<file path="src/hdl/watchdog_unit_pkg.sv">
// Constants, register map and state types of the windowed watchdog
package watchdog_unit_pkg;

  ////////////////////////////////////////////////////////////////////////////
  // Register byte addresses on the plain register port
  localparam logic [2:0] ADDR_CTRL1 = 3'h0;
  localparam logic [2:0] ADDR_CTRL2 = 3'h1;
  localparam logic [2:0] ADDR_CNT_HI = 3'h2;
  localparam logic [2:0] ADDR_CNT_LO = 3'h3;
  localparam logic [2:0] ADDR_TOV_HI = 3'h4;
  localparam logic [2:0] ADDR_TOV_LO = 3'h5;
  localparam logic [2:0] ADDR_WIN_HI = 3'h6;
  localparam logic [2:0] ADDR_WIN_LO = 3'h7;

  // Write-once tracking slots, one per configuration byte
  localparam int SLOT_CTRL1 = 0;
  localparam int SLOT_CTRL2 = 1;
  localparam int SLOT_TOV_HI = 2;
  localparam int SLOT_TOV_LO = 3;
  localparam int SLOT_WIN_HI = 4;
  localparam int SLOT_WIN_LO = 5;
  localparam int SLOT_COUNT = 6;

  // control_status_one fields
  localparam int C1_ENABLE = 7;
  localparam int C1_INT_EN = 6;
  localparam int C1_UPDATE = 5;
  localparam int C1_DEBUG_RUN = 2;
  localparam int C1_WAIT_RUN = 1;
  localparam int C1_STOP_RUN = 0;
  localparam logic [7:0] C1_WRITE_MASK = 8'hE7;

  // control_status_two fields
  localparam int C2_WINDOW = 7;
  localparam int C2_FLAG = 6;
  localparam int C2_PRESCALE = 4;
  localparam int C2_CLK_LSB = 0;
  localparam logic [7:0] C2_WRITE_MASK = 8'h93;

  // Clock select codes
  localparam logic [1:0] CLK_BUS = 2'h0;
  localparam logic [1:0] CLK_LPO = 2'h1;
  localparam logic [1:0] CLK_IRC32K = 2'h2;
  localparam logic [1:0] CLK_EXT = 2'h3;

  // Reset values
  localparam int LPO_HZ = 1000;
  localparam int DEFAULT_TIMEOUT_MS = 4;
  localparam logic [15:0] TOV_RESET = 16'(DEFAULT_TIMEOUT_MS * LPO_HZ / 1000);
  localparam logic [7:0] CTRL1_RESET = 8'h80;
  localparam logic [7:0] CTRL2_RESET = 8'h01;
  localparam logic [15:0] WIN_RESET = 16'h0000;

  // Sequence words written to the counter pair
  localparam logic [15:0] REFRESH_WORD1 = 16'hA602;
  localparam logic [15:0] REFRESH_WORD2 = 16'hB480;
  localparam logic [15:0] UNLOCK_WORD1 = 16'hC520;
  localparam logic [15:0] UNLOCK_WORD2 = 16'hD928;

  // Timing, in bus clocks; prescale and hold counts in counter source ticks
  localparam logic [7:0] CFG_WINDOW_CYCLES = 8'h80;
  localparam logic [4:0] SEQ_GAP_CYCLES = 5'h10;
  localparam logic [7:0] RESET_DELAY_CYCLES = 8'h80;
  localparam logic [7:0] PRESCALE_LAST = 8'hFF;
  // Hold of 2.5 source periods rounded up to whole edges
  localparam logic [1:0] HOLD_EDGES = 2'h3;

  typedef enum logic [1:0] {SEQ_IDLE, SEQ_REFRESH, SEQ_UNLOCK} seq_t;
  typedef enum logic [1:0] {HOLD_NONE, HOLD_OLD, HOLD_NEW} hold_t;

endpackage : watchdog_unit_pkg

</file>
<file path="src/hdl/windowed_watchdog_timer.sv">
// Windowed watchdog_unit: counter, refresh/unlock sequences, config, reset
// What this block does
// - Refresh A602 then B480 within 16
// - Early refresh in window mode forces reset
// - Config registers write-once until reset/unlock
// - New config applies once all written
// - Window pair optional when window disabled
// - Unlock honoured only if update bit set
// - Unlock C520 then D928 within 16
// - Reconfigure within 128 after unlock, else reset
// - Four counter clock sources, LOW_POWER_OSC_1KHZ default
// - Optional divide-by-256 for every source
// - Default timeout about 4 ms on LOW_POWER_OSC_1KHZ
// - Clock change holds counter for 2.5+2.5 periods
// - Interrupt first, reset 128 clocks later
// - Interrupt disabled: reset immediately
// - Two overflows reset on non-bus clock
// - Stops in debug/wait/stop3 unless enabled
// - No interrupt or wake in stop3
// - Debug/stop3 run needs non-bus clock
// - Valid refresh clears counter to zero
// - Any other counter write forces reset
// - Reset when counter reaches timeout value
// - Clock select codes 00 bus..11 external
//
// Strobed register access and the register addresses were left to the implementer.
`timescale 1ns/100ps

module windowed_watchdog_timer (
  // Clock and reset
  input wire logic core_clk,
  input wire logic srst,
  // Register port
  input wire logic [2:0] regAddr,
  input wire logic [7:0] regWrData,
  input wire logic regWr,
  input wire logic regRd,
  output logic [7:0] regRdData,
  // Counter clock sources from pins, asynchronous
  input wire logic lowPowerOsc1khz,
  input wire logic irc32kClk,
  input wire logic extClk,
  // Chip mode, same clock domain
  input wire logic backgroundDebug,
  input wire logic waitMode,
  input wire logic stop3Mode,
  // Results
  output logic watchdogIrq,
  output logic watchdogReset
);

  ////////////////////////////////////////////////////////////////////////////
  // State

  typedef struct packed {
    logic [2:0][2:0] srcPipe;
    logic [7:0] pre;
    logic [15:0] cnt;
    logic [7:0] ctrl1Sh;
    logic [7:0] ctrl2Sh;
    logic [15:0] tovSh;
    logic [15:0] winSh;
    logic [7:0] ctrl1;
    logic [7:0] ctrl2;
    logic [15:0] tov;
    logic [15:0] early_refresh_check_enable;
    logic [5:0] written;
    logic cfgOpen;
    logic reopened;
    logic [7:0] cfgTimer;
    logic [7:0] hiLatch;
    logic hiPending;
    watchdog_unit_pkg::seq_t seq;
    logic [4:0] seqTimer;
    watchdog_unit_pkg::hold_t hold;
    logic [1:0] holdCnt;
    logic [1:0] oldClk;
    logic ovfSeen;
    logic flag;
    logic irq;
    logic pendRst;
    logic [7:0] rstTimer;
    logic sysReset;
    logic [7:0] rdData;
  } state_t;

  state_t s;
  state_t next_s;

  logic [2:0] srcEdge;
  logic [2:0] srcPins;

  assign srcPins = {extClk, irc32kClk, lowPowerOsc1khz};

  // Tick of a selected source: bus clock ticks every cycle
  function automatic logic srcTick(input logic [1:0] sel, input logic [2:0] edges);
    logic t;
    t = 1'b1;
    if (sel != watchdog_unit_pkg::CLK_BUS) begin
      t = edges[sel - 2'h1];
    end
    return t;
  endfunction : srcTick

  ////////////////////////////////////////////////////////////////////////////
  // Next state

  always_comb begin
    logic running;
    logic tick;
    logic counted;
    logic trig;
    logic backup;
    logic word;
    logic [15:0] wordVal;
    logic winReady;
    logic done;
    logic [1:0] clkSel;
    next_s = s;
    running = 1'b0;
    tick = 1'b0;
    counted = 1'b0;
    trig = 1'b0;
    backup = 1'b0;
    word = 1'b0;
    wordVal = 16'h0000;
    winReady = 1'b0;
    done = 1'b0;
    clkSel = s.ctrl2[watchdog_unit_pkg::C2_CLK_LSB +: 2];

    // Pin clocks: two flops, then an edge detect on the later stages
    for (int i = 0; i < 3; i++) begin
      next_s.srcPipe[i] = {s.srcPipe[i][1:0], srcPins[i]};
      srcEdge[i] = s.srcPipe[i][1] & ~s.srcPipe[i][2];
    end

    // Mode gating; debug and stop3 need a non-bus source
    running = s.ctrl1[watchdog_unit_pkg::C1_ENABLE];
    if (backgroundDebug && !(s.ctrl1[watchdog_unit_pkg::C1_DEBUG_RUN] && clkSel != watchdog_unit_pkg::CLK_BUS)) begin
      running = 1'b0;
    end
    if (waitMode && !s.ctrl1[watchdog_unit_pkg::C1_WAIT_RUN]) begin
      running = 1'b0;
    end
    if (stop3Mode && !(s.ctrl1[watchdog_unit_pkg::C1_STOP_RUN] && clkSel != watchdog_unit_pkg::CLK_BUS)) begin
      running = 1'b0;
    end

    ////////////////////////////////////////////////////////////////////////
    // Clock-change hold, then counting
    case (s.hold)
      watchdog_unit_pkg::HOLD_OLD: begin
        next_s.cnt = 16'h0000;
        if (srcTick(s.oldClk, srcEdge)) begin
          next_s.holdCnt = s.holdCnt + 2'h1;
          if (s.holdCnt == watchdog_unit_pkg::HOLD_EDGES - 2'h1) begin
            next_s.hold = watchdog_unit_pkg::HOLD_NEW;
            next_s.holdCnt = 2'h0;
          end
        end
      end
      watchdog_unit_pkg::HOLD_NEW: begin
        next_s.cnt = 16'h0000;
        if (srcTick(clkSel, srcEdge)) begin
          next_s.holdCnt = s.holdCnt + 2'h1;
          if (s.holdCnt == watchdog_unit_pkg::HOLD_EDGES - 2'h1) begin
            next_s.hold = watchdog_unit_pkg::HOLD_NONE;
            next_s.holdCnt = 2'h0;
          end
        end
      end
      default: begin
        tick = running && srcTick(clkSel, srcEdge);
        if (tick && s.ctrl2[watchdog_unit_pkg::C2_PRESCALE]) begin
          next_s.pre = s.pre + 8'h01;
          counted = (s.pre == watchdog_unit_pkg::PRESCALE_LAST);
        end else begin
          counted = tick;
        end
        if (counted) begin
          next_s.cnt = s.cnt + 16'h0001;
          if (s.cnt == 16'hFFFF && clkSel != watchdog_unit_pkg::CLK_BUS) begin
            next_s.ovfSeen = 1'b1;
            backup = s.ovfSeen;
          end
        end
      end
    endcase

    // Timeout compare
    if (running && s.cnt == s.tov) begin
      trig = 1'b1;
    end

    ////////////////////////////////////////////////////////////////////////
    // Counter pair writes: high byte latched, low byte completes a word
    if (regWr && regAddr == watchdog_unit_pkg::ADDR_CNT_HI) begin
      next_s.hiLatch = regWrData;
      next_s.hiPending = 1'b1;
    end
    if (regWr && regAddr == watchdog_unit_pkg::ADDR_CNT_LO) begin
      next_s.hiPending = 1'b0;
      if (s.hiPending) begin
        word = 1'b1;
        wordVal = {s.hiLatch, regWrData};
      end else begin
        trig = 1'b1;
      end
    end

    case (s.seq)
      watchdog_unit_pkg::SEQ_REFRESH, watchdog_unit_pkg::SEQ_UNLOCK: begin
        if (word) begin
          next_s.seq = watchdog_unit_pkg::SEQ_IDLE;
          if (s.seq == watchdog_unit_pkg::SEQ_REFRESH && wordVal == watchdog_unit_pkg::REFRESH_WORD2) begin
            next_s.cnt = 16'h0000;
            next_s.pre = 8'h00;
            next_s.ovfSeen = 1'b0;
          end else if (s.seq == watchdog_unit_pkg::SEQ_UNLOCK && wordVal == watchdog_unit_pkg::UNLOCK_WORD2) begin
            next_s.cfgOpen = 1'b1;
            next_s.reopened = 1'b1;
            next_s.cfgTimer = 8'h00;
            next_s.written = '0;
          end else begin
            trig = 1'b1;
          end
        end else if (s.seqTimer == watchdog_unit_pkg::SEQ_GAP_CYCLES) begin
          next_s.seq = watchdog_unit_pkg::SEQ_IDLE;
          trig = 1'b1;
        end else begin
          next_s.seqTimer = s.seqTimer + 5'h01;
        end
      end
      default: begin
        if (word) begin
          next_s.seqTimer = 5'h01;
          if (wordVal == watchdog_unit_pkg::REFRESH_WORD1) begin
            // Early start counts as a failed refresh
            if (s.ctrl2[watchdog_unit_pkg::C2_WINDOW] && s.cnt < s.early_refresh_check_enable) begin
              trig = 1'b1;
            end else begin
              next_s.seq = watchdog_unit_pkg::SEQ_REFRESH;
            end
          end else if (wordVal == watchdog_unit_pkg::UNLOCK_WORD1 && !s.cfgOpen
                       && s.ctrl1[watchdog_unit_pkg::C1_UPDATE]) begin
            next_s.seq = watchdog_unit_pkg::SEQ_UNLOCK;
          end else begin
            trig = 1'b1;
          end
        end
      end
    endcase

    ////////////////////////////////////////////////////////////////////////
    // Write-once configuration shadows
    if (regWr && s.cfgOpen) begin
      case (regAddr)
        watchdog_unit_pkg::ADDR_CTRL1: begin
          if (!s.written[watchdog_unit_pkg::SLOT_CTRL1]) begin
            next_s.ctrl1Sh = regWrData & watchdog_unit_pkg::C1_WRITE_MASK;
            next_s.written[watchdog_unit_pkg::SLOT_CTRL1] = 1'b1;
          end
        end
        watchdog_unit_pkg::ADDR_CTRL2: begin
          if (!s.written[watchdog_unit_pkg::SLOT_CTRL2]) begin
            next_s.ctrl2Sh = regWrData & watchdog_unit_pkg::C2_WRITE_MASK;
            next_s.written[watchdog_unit_pkg::SLOT_CTRL2] = 1'b1;
          end
        end
        watchdog_unit_pkg::ADDR_TOV_HI: begin
          if (!s.written[watchdog_unit_pkg::SLOT_TOV_HI]) begin
            next_s.tovSh[15:8] = regWrData;
            next_s.written[watchdog_unit_pkg::SLOT_TOV_HI] = 1'b1;
          end
        end
        watchdog_unit_pkg::ADDR_TOV_LO: begin
          if (!s.written[watchdog_unit_pkg::SLOT_TOV_LO]) begin
            next_s.tovSh[7:0] = regWrData;
            next_s.written[watchdog_unit_pkg::SLOT_TOV_LO] = 1'b1;
          end
        end
        watchdog_unit_pkg::ADDR_WIN_HI: begin
          if (!s.written[watchdog_unit_pkg::SLOT_WIN_HI]) begin
            next_s.winSh[15:8] = regWrData;
            next_s.written[watchdog_unit_pkg::SLOT_WIN_HI] = 1'b1;
          end
        end
        watchdog_unit_pkg::ADDR_WIN_LO: begin
          if (!s.written[watchdog_unit_pkg::SLOT_WIN_LO]) begin
            next_s.winSh[7:0] = regWrData;
            next_s.written[watchdog_unit_pkg::SLOT_WIN_LO] = 1'b1;
          end
        end
        default: begin
        end
      endcase
    end

    // Flag clears by writing one, at any time; a new set below still wins
    if (regWr && regAddr == watchdog_unit_pkg::ADDR_CTRL2 && regWrData[watchdog_unit_pkg::C2_FLAG]) begin
      next_s.flag = 1'b0;
    end

    // Apply once every needed byte is in; window pair only if window on
    winReady = !next_s.ctrl2Sh[watchdog_unit_pkg::C2_WINDOW]
               || (next_s.written[watchdog_unit_pkg::SLOT_WIN_HI] && next_s.written[watchdog_unit_pkg::SLOT_WIN_LO]);
    done = (&next_s.written[watchdog_unit_pkg::SLOT_TOV_LO:watchdog_unit_pkg::SLOT_CTRL1]) && winReady;
    if (s.cfgOpen) begin
      if (done) begin
        next_s.cfgOpen = 1'b0;
        next_s.reopened = 1'b0;
        next_s.ctrl1 = next_s.ctrl1Sh;
        next_s.ctrl2 = next_s.ctrl2Sh;
        next_s.tov = next_s.tovSh;
        next_s.early_refresh_check_enable = next_s.winSh;
        next_s.cnt = 16'h0000;
        next_s.pre = 8'h00;
        next_s.ovfSeen = 1'b0;
        if (next_s.ctrl2Sh[watchdog_unit_pkg::C2_CLK_LSB +: 2] != clkSel) begin
          next_s.hold = watchdog_unit_pkg::HOLD_OLD;
          next_s.holdCnt = 2'h0;
          next_s.oldClk = clkSel;
        end
      end else if (s.cfgTimer == watchdog_unit_pkg::CFG_WINDOW_CYCLES - 8'h01) begin
        // First window lapses quietly on defaults; a reopened one does not
        next_s.cfgOpen = 1'b0;
        next_s.reopened = 1'b0;
        trig = trig || s.reopened;
      end else begin
        next_s.cfgTimer = s.cfgTimer + 8'h01;
      end
    end

    ////////////////////////////////////////////////////////////////////////
    // Reset generation
    if (backup) begin
      next_s.sysReset = 1'b1;
    end
    if (trig && !s.pendRst && !s.sysReset) begin
      if (s.ctrl1[watchdog_unit_pkg::C1_INT_EN] && !stop3Mode) begin
        next_s.flag = 1'b1;
        next_s.pendRst = 1'b1;
        next_s.rstTimer = 8'h00;
      end else begin
        // Stop3 cannot take an interrupt, so no delay there either
        next_s.sysReset = 1'b1;
      end
    end
    if (s.pendRst) begin
      next_s.rstTimer = s.rstTimer + 8'h01;
      if (s.rstTimer == watchdog_unit_pkg::RESET_DELAY_CYCLES - 8'h01) begin
        next_s.sysReset = 1'b1;
      end
    end
    next_s.irq = next_s.flag && s.ctrl1[watchdog_unit_pkg::C1_INT_EN] && !stop3Mode;

    ////////////////////////////////////////////////////////////////////////
    // Read data, valid only in the cycle after the read strobe
    next_s.rdData = 8'h00;
    if (regRd) begin
      case (regAddr)
        watchdog_unit_pkg::ADDR_CTRL1: next_s.rdData = s.ctrl1Sh;
        watchdog_unit_pkg::ADDR_CTRL2: next_s.rdData = s.ctrl2Sh | {1'b0, s.flag, 6'h00};
        watchdog_unit_pkg::ADDR_CNT_HI: next_s.rdData = s.cnt[15:8];
        watchdog_unit_pkg::ADDR_CNT_LO: next_s.rdData = s.cnt[7:0];
        watchdog_unit_pkg::ADDR_TOV_HI: next_s.rdData = s.tovSh[15:8];
        watchdog_unit_pkg::ADDR_TOV_LO: next_s.rdData = s.tovSh[7:0];
        watchdog_unit_pkg::ADDR_WIN_HI: next_s.rdData = s.winSh[15:8];
        default: next_s.rdData = s.winSh[7:0];
      endcase
    end
  end

  ////////////////////////////////////////////////////////////////////////////
  // Registers

  always_ff @(posedge core_clk) begin
    if (srst) begin
      s <= '0;
      s.ctrl1Sh <= watchdog_unit_pkg::CTRL1_RESET;
      s.ctrl2Sh <= watchdog_unit_pkg::CTRL2_RESET;
      s.tovSh <= watchdog_unit_pkg::TOV_RESET;
      s.winSh <= watchdog_unit_pkg::WIN_RESET;
      s.ctrl1 <= watchdog_unit_pkg::CTRL1_RESET;
      s.ctrl2 <= watchdog_unit_pkg::CTRL2_RESET;
      s.tov <= watchdog_unit_pkg::TOV_RESET;
      s.early_refresh_check_enable <= watchdog_unit_pkg::WIN_RESET;
      s.cfgOpen <= 1'b1;
      s.seq <= watchdog_unit_pkg::SEQ_IDLE;
      s.hold <= watchdog_unit_pkg::HOLD_NONE;
    end else begin
      s <= next_s;
    end
  end

  assign regRdData = s.rdData;
  assign watchdogIrq = s.irq;
  assign watchdogReset = s.sysReset;

endmodule : windowed_watchdog_timer

</file>
<file path="config.mk">
export PLATFORM = sky130hd
export DESIGN_NAME = windowed_watchdog_timer
export DESIGN_NICKNAME = d
export VERILOG_FILES = /design/src/hdl/watchdog_unit_pkg.sv /design/src/hdl/windowed_watchdog_timer.sv
export SDC_FILE = /design/constraint.sdc
export NUM_CORES = 1
export LEC_CHECK = 0
export ABC_AREA = 0
export BUFFER_PORTS_ARGS = -buffer_cell sky130_fd_sc_hd__buf_2
export CAP_MARGIN = 15
export CORE_MARGIN = 8
export CORE_UTILIZATION = 45
export DETAILED_ROUTE_END_ITERATION = 6
export PLACE_DENSITY = 0.68
export SETUP_SLACK_MARGIN = 0.1
export SLEW_MARGIN = 30
export SYNTH_ARGS = -nofsm -noshare
export SYNTH_HDL_FRONTEND = slang
export SYNTH_SLANG_ARGS = --single-unit
</file>
<file path="constraint.sdc">
create_clock -name core_clk -period 2.9 [get_ports core_clk]
set_input_delay 0.145 -clock core_clk [delete_from_list [all_inputs] [get_ports core_clk]]
set_output_delay 0.145 -clock core_clk [all_outputs]
set_load 0.01 [all_outputs]
</file>
==> After elaboration in Yosys (flattened, before gate mapping) <==
Index checks and enable logic that the tools add are counted.
W data, S select, Z words.
{ "word_totals": {"reg_bits": 188, "latch_bits": 0, "ram_bits": 0, "rom_bits": 0, "input_bits": 21, "out_inout_bits": 10, "word_cells": 244, "mem_count": 0} }
{ "classes": {"n_addsub": 8, "mul": 0, "div_mod_pow": 0, "n_lt_le_gt_ge": 3, "n_eq_ne": 26, "shifts": 0, "muxes": 113, "bitwise_logic": 8, "reduce_logical": 55} }
{ "op_table": {"columns": ["cell", "count"], "rows": [
  ["$mux W8", 17],
  ["$mux W16", 8],
  ["$mux W24", 5],
  ["$eq A16 B16 Y1 const B", 5],
  ["$mux W1", 56],
  ["$pmux W8 S7", 1],
  ["$mux W48", 1],
  ["$mux W7", 4],
  ["$logic_and A1 B1 Y1", 26],
  ["$add A8 B1 Y8 const B", 3],
  ["$mux W9", 2],
  ["$add A16 B1 Y16 const B", 1],
  ["$eq A16 B16 Y1", 1],
  ["$eq A8 B7 Y1 const B", 2],
  ["$lt A16 B16 Y1", 1],
  ["$mux W4", 4],
  ["$mux W2", 7],
  ["$eq A3 B3 Y1 const B", 4],
  ["$mux W6", 2],
  ["$reduce_bool A2 Y1", 6],
  ["$mux W10", 1],
  ["$mux W5", 2],
  ["$eq A8 B8 Y1 const B", 1],
  ["$logic_not A1 Y1", 8],
  ["other kinds (24)", 45]
]} }

==> Logic depth before layout (Yosys ltp) <==
{ "logic_depth": {"ltp_word": 24, "mapped_depth": 10, "mapped_depth_nobuf": 9} }

==> Worst setup path before layout <==
OpenSTA, ideal clock, no wires.
{ "synth_timing": {"kind": "register -> register", "from": "reg s[91] in the netlist's numbering", "to": "reg s[178] in the netlist's numbering", "setup_ps": 70, "arrival_time_ps": 2192, "t_required_ps": 2830, "setup_slack_ps": 638, "stages_incl_launch_ff": 11, "path_buffers": 1, "period_less_slack_ps": 2262, "path_cell_list": "dfxtp_1 -> inv_1 -> ha_1 -> nor4bb_1 -> nor2_1 -> nand2_1 -> and4_1 -> clkbuf_1 -> nand3_1 -> or3_1 -> a21oi_1"} }
{ "synth_via": {"elab_chain_len": 16, "word_cells_on_any_way": 24, "classes_between": "add/sub (1); mux (14); reduce/logical (9)"} }
{ "synth_lines": {"columns": ["item", "line_no", "text"], "rows": [
  ["start, declared", "windowed_watchdog_timer.sv:87", "state_t s;"],
  ["start signal, assigned", "windowed_watchdog_timer.sv:392", "s <= next_s;"],
  ["branches (longest 7 deep; another with $sub A2 B1 Y2)", null, null],
  ["$logic_and A1 B1 Y1 *", "windowed_watchdog_timer.sv:173", "tick = running && srcTick(clkSel, srcEdge);"],
  ["$logic_and A1 B1 Y1 *", "windowed_watchdog_timer.sv:174", "if (tick && s.ctrl2[watchdog_unit_pkg::C2_PRESCALE]) begin"],
  ["$mux W8 *", "windowed_watchdog_timer.sv:174", null],
  ["$mux W8 *", "windowed_watchdog_timer.sv:151", "case (s.hold)"],
  ["$mux W24", "windowed_watchdog_timer.sv:215", "if (s.seq == watchdog_unit_pkg::SEQ_REFRESH && wordVal == watchdog_unit_pkg::REFRESH_WORD2) begin"],
  ["$mux W24", "windowed_watchdog_timer.sv:213", "if (word) begin"],
  ["$mux W24 *", "windowed_watchdog_timer.sv:211", "case (s.seq)"],
  ["$mux W24", "windowed_watchdog_timer.sv:309", "if (done) begin"],
  ["$mux W24 *", "windowed_watchdog_timer.sv:308", "if (s.cfgOpen) begin"]
]} }
Mark *: on every way between the ends. The select of a mux whose other input is x is not followed.
A chain may end at the register's enable or synchronous reset.

==> Worst setup path after layout <==
{ "layout_timing": {"from": "reg s[37] in the netlist's numbering", "to": "reg s[12] in the netlist's numbering"} }
{ "layout_via": {"elab_chain_len": 20, "word_cells_on_any_way": 46, "classes_between": "eq/ne (4); mux (29); reduce/logical (13)"} }
{ "layout_lines": {"columns": ["item", "line_no", "text"], "rows": [
  ["$mux W16 *", "windowed_watchdog_timer.sv:203", "if (s.hiPending) begin"],
  ["$mux W16 *", "windowed_watchdog_timer.sv:201", "if (regWr && regAddr == watchdog_unit_pkg::ADDR_CNT_LO) begin"],
  ["$eq A16 B16 Y1", "windowed_watchdog_timer.sv:219", "end else if (s.seq == watchdog_unit_pkg::SEQ_UNLOCK && wordVal == watchdog_unit_pkg::UNLOCK_WORD2) begin"],
  ["$logic_and A1 B1 Y1", "windowed_watchdog_timer.sv:219", null],
  ["$mux W16", "windowed_watchdog_timer.sv:219", null],
  ["$mux W16", "windowed_watchdog_timer.sv:215", null],
  ["$mux W16", "windowed_watchdog_timer.sv:213", null],
  ["$mux W16", "windowed_watchdog_timer.sv:211", null],
  ["[3 not listed]", null, null],
  ["$logic_and A1 B1 Y1", "windowed_watchdog_timer.sv:306", "|| (next_s.written[watchdog_unit_pkg::SLOT_WIN_HI] && next_s.written[watchdog_unit_pkg::SLOT_WIN_LO]);"],
  ["$logic_or A1 B1 Y1", "windowed_watchdog_timer.sv:306", null],
  ["$logic_and A1 B1 Y1", "windowed_watchdog_timer.sv:307", "done = (&next_s.written[watchdog_unit_pkg::SLOT_TOV_LO:watchdog_unit_pkg::SLOT_CTRL1]) && winReady;"],
  ["$mux W1", "windowed_watchdog_timer.sv:309", null],
  ["$mux W1 *", "windowed_watchdog_timer.sv:308", null],
  ["$logic_and A1 B1 Y1 * (2 in a row)", "windowed_watchdog_timer.sv:339", "if (trig && !s.pendRst && !s.sysReset) begin"],
  ["$reduce_bool A2 Y1 (no source line) *", null, null],
  ["$reduce_and A2 Y1 (no source line) *", null, null]
]} }
Every way passes the cells marked *; elsewhere a longest branch is shown, timed or not.

==> impl_metrics.py <==
metrics = {
    "timing": {
        "drv_slew": 0,
        "fin_tns_setup_ns": 0,
        "timing.final.crit_share_pct": 89.40,
        "worst_pin_slew_ns": 0.8937,
        "period_minus_slack_ns": 2.593,
        "grt_setup_unrepaired": "no",
        "maxSlewHeadroom_pct": 40.30,
        "skew_ns": 0.01366,
        "fmax_mhz": 385.7,
        "setup_viol_count_final": 0,
        "hold_viol": 0,
    },
    "detailed_routing": {
        "drt-total-wl_um": 21850,
        "drc": 0,
        "ant_nets": 0,
        "wire_per_inst_um": 17.79,
        "viasPerCell": 5.696,
        "first_iter_violations": 664,
        "firstDrtPassIters": 5,
        "num_vias": 6995,
    },
    "floorplan": {
        "start_util_pct": 45.71,
        "core-area_um2": 18640,
        "rows": 50,
        "io_pins": 31,
        "dieHeight_um": 153.6,
        "dieArea_um2": 23600,
        "die_w_um": 153.6,
    },
    "critical_path": {
        "cp_max_fo": 6,
        "r2r-start": "s[37]",
        "reg2regPathDepth": 7,
        "reg2reg_slack_ns": 0.31,
        "cp.arrival_ns": 2.97,
        "slowest_delay_ns": 0.50,
        "crit_chain": "or3b_1 > or4b_1 > or3_1 > o211ai_1 > nor3b_2 > o21a_2 > nor3_2",
        "crit_path_end_kind": "flop",
        "cp.required_ns": 3.27,
        "crit_path_start_kind": "flop",
        "crit_type": "flop to flop",
        "crit_slowest_cell": "or4b_1",
        "critPathLaunch": "s[37]",
    },
    "global_routing": {
        "grt_pass1_wl_um": 35350,
        "grt_max_degree": 57,
        "use_met1_pct": 25.72,
        "grt.met2_usage_pct": 28.01,
        "grt_usage_pct": 18.75,
        "gr-total-overflow": 0,
        "busiest_layer": "met2",
        "antenna_found_initial": 0,
        "grtUsageMet3_pct": 4.232,
        "grt_pass1_vias": 6529,
    },
    "logic_synthesis": {
        "postSynthNetCount": 1003,
        "ys_warn_count": 0,
        "ys_ff_latch": 182,
        "synth.distinct_cells": 69,
        "yosysTopAreaCellShare_pct": 42.75,
        "synth_top_cell_by_area": "dfxtp_1",
        "ys_seq_area_share_pct": 42.75,
        "async_reset_ff_share_pct": 0,
        "netlist_top_cells_area": "dfxtp_1 (43%), mux2i_1 (5.8%), nor2_1 (5.2%)",
        "ys.flop_type": "dfxtp_1",
        "avgSynthCellArea_um2": 8.923,
        "netlist_instances": 955,
        "synth-edff-count": 0,
        "syn_area_um2": 8522,
    },
    "pwr": {
        "p_leak_nw": 3.932,
        "power_density_nw_per_um2": 528.4,
        "vdd_drop_max_uv": 432.4,
    },
    "placement": {
        "portBuffers": 30,
        "gp_congestion": 0.8584,
        "dp_hpwl_um": 15370,
    },
    "min_path": {
        "min_from": "regWrData[0]",
        "hold_path_depth": 3,
        "worstHoldPathType": "primary input to flop",
    },
    "cts": {
        "cts_root_buffer": "clkbuf_16",
        "cts_buffers": 17,
        "htreeDepth": 4,
        "cts_setup_buffers": 0,
        "clk_transition_reported_paths_ns": 0.08,
        "cts_sinks": 182,
        "cts_tree": "built",
        "cts_buffer_depth": 2,
        "clkLatencyLatePin_ns": 0.45,
    },
    "status": {
        "status": "finished, final reports clean",
    },
    "job": {
        "maxCapViolCount": 0,
    },
    "cells_and_area": {
        "num_antenna_cells": 0,
        "utilization_pct": 51.72,
        "layout.nets": 1029,
        "syn_to_final_growth_pct": 13.14,
        "drive_gt1_share_pct": 13.18,
    },
}
-- cell usage after synthesis (5+ instances only) --
cell type	number
dfxtp_1	182
nor2_1	117
nand2_1	68
a21oi_1	59
mux2i_1	49
inv_1	40
clkbuf_1	39
o22a_1	37
xnor2_1	33
o21ai_0	32
ha_1	27
nand4_1	23
nor2b_1	18
nor3_1	17
nand3_1	16
and3_1	15
a211oi_1	12
buf_2	12
xor2_1	12
nand2b_1	10
nor4_1	10
buf_4	9
a22oi_1	8
nor3_2	6
nor3b_1	6
o221a_2	6
or3_1	6
nand3b_1	5
o211ai_1	5
-- where the power goes --
part	switching, W	internal, W	total [W]
clock network	0.00112	0.00115	0.00227
logic	0.000181	0.0000982	0.000279
registers	0.0000193	0.00253	0.00255
-- cell usage in the layout (no fill, tap or decap), types with 8 or more instances in the layout --
cell type / synthesis / routed
a211oi_1: 12 / 12
a21oi_1: 59 / 59
a22oi_1: 8 / 8
and3_1: 15 / 15
buf_2: 12 / 29
buf_4: 9 / 36
clkbuf_16: 0 / 17
dfxtp_1: 182 / 182
ha_1: 27 / 27
inv_1: 40 / 40
mux2i_1: 49 / 49
nand2_1: 68 / 68
nand2b_1: 10 / 10
nand3_1: 16 / 16
nand4_1: 23 / 23
nor2_1: 117 / 116
nor2b_1: 18 / 18
nor3_1: 17 / 16
nor4_1: 10 / 9
o21ai_0: 32 / 32
o22a_1: 37 / 37
xnor2_1: 33 / 33
xor2_1: 12 / 12
-- layout make-up --
cell class / count / area, um2
clock buffer: 17 / 425.4
sequential: 182 / 3643
clock inverter: 15 / 163.9
tap: 234 / 292.8
multi-input combinational: 667 / 4451
fill: 1736 / 9001
timing repair buffer: 73 / 515.5
inverter: 40 / 150.1
-- routing by layer --
layer / up-vias / wire, um
met2: 220 / 9554
met4: 0 / 541
met5: - / 0
li1: 3437 / -
met1: 3298 / 10320
met3: 40 / 1430
-- logic make-up after synthesis --
kind of cell / synth area share, %
flops: 42.75
simple gates: 21.11
xor+xnor: 4.625
mux: 6.284
fa+ha+maj: 3.964
buf+inv: 5.344
compound gates: 15.92
-- sequential cells by signal (all words and copies together), names as in the netlist, named ones only --
register / flops
regRdData: 8
watchdogReset: 1
watchdogIrq: 1
s: 160
next_s: 6
-- final timing paths --
check | endpoint
worst max-delay path | s[12]
worst min-delay path | s[35]
worst max register to register | s[12]
worst min register to register | next_s[184]
-- worst max-delay path, delay by kind of cell (launching register included) --
kind,cells,cell delay (ns)
DFF,1,0.37
AOI/OAI and AO/OA,2,0.51
and+or+nand+nor,5,1.63
-- what timing repair did --
action / 4_1_cts / 5_1_grt
hold endpoints to repair: 5 / 0
endpoints found under the setup margin: 0 / 5
hold buffers: 6 / 0
gates resized for setup: 0 / 1
-- per-stage QoR --
stage	worst slack, ns	std cells	instance area [um2]	total power [W]	hold WS (ns)
5_1_grt	0.1552	1228	9642	0.005270	0.06656
6_report	0.3073	1228	9642	0.005095	0.04934
3_5_place_dp	0.2493	1190	8982	0.002874	0.3596
3_3_place_gp	0.2980	1190	8982	0.002873	0.3565
4_1_cts	0.2445	1228	9632	0.005122	0.03143
2_1_floorplan	0.6376	955	8522	0.002780	0.2732
(Power assumes the default switching activity.)
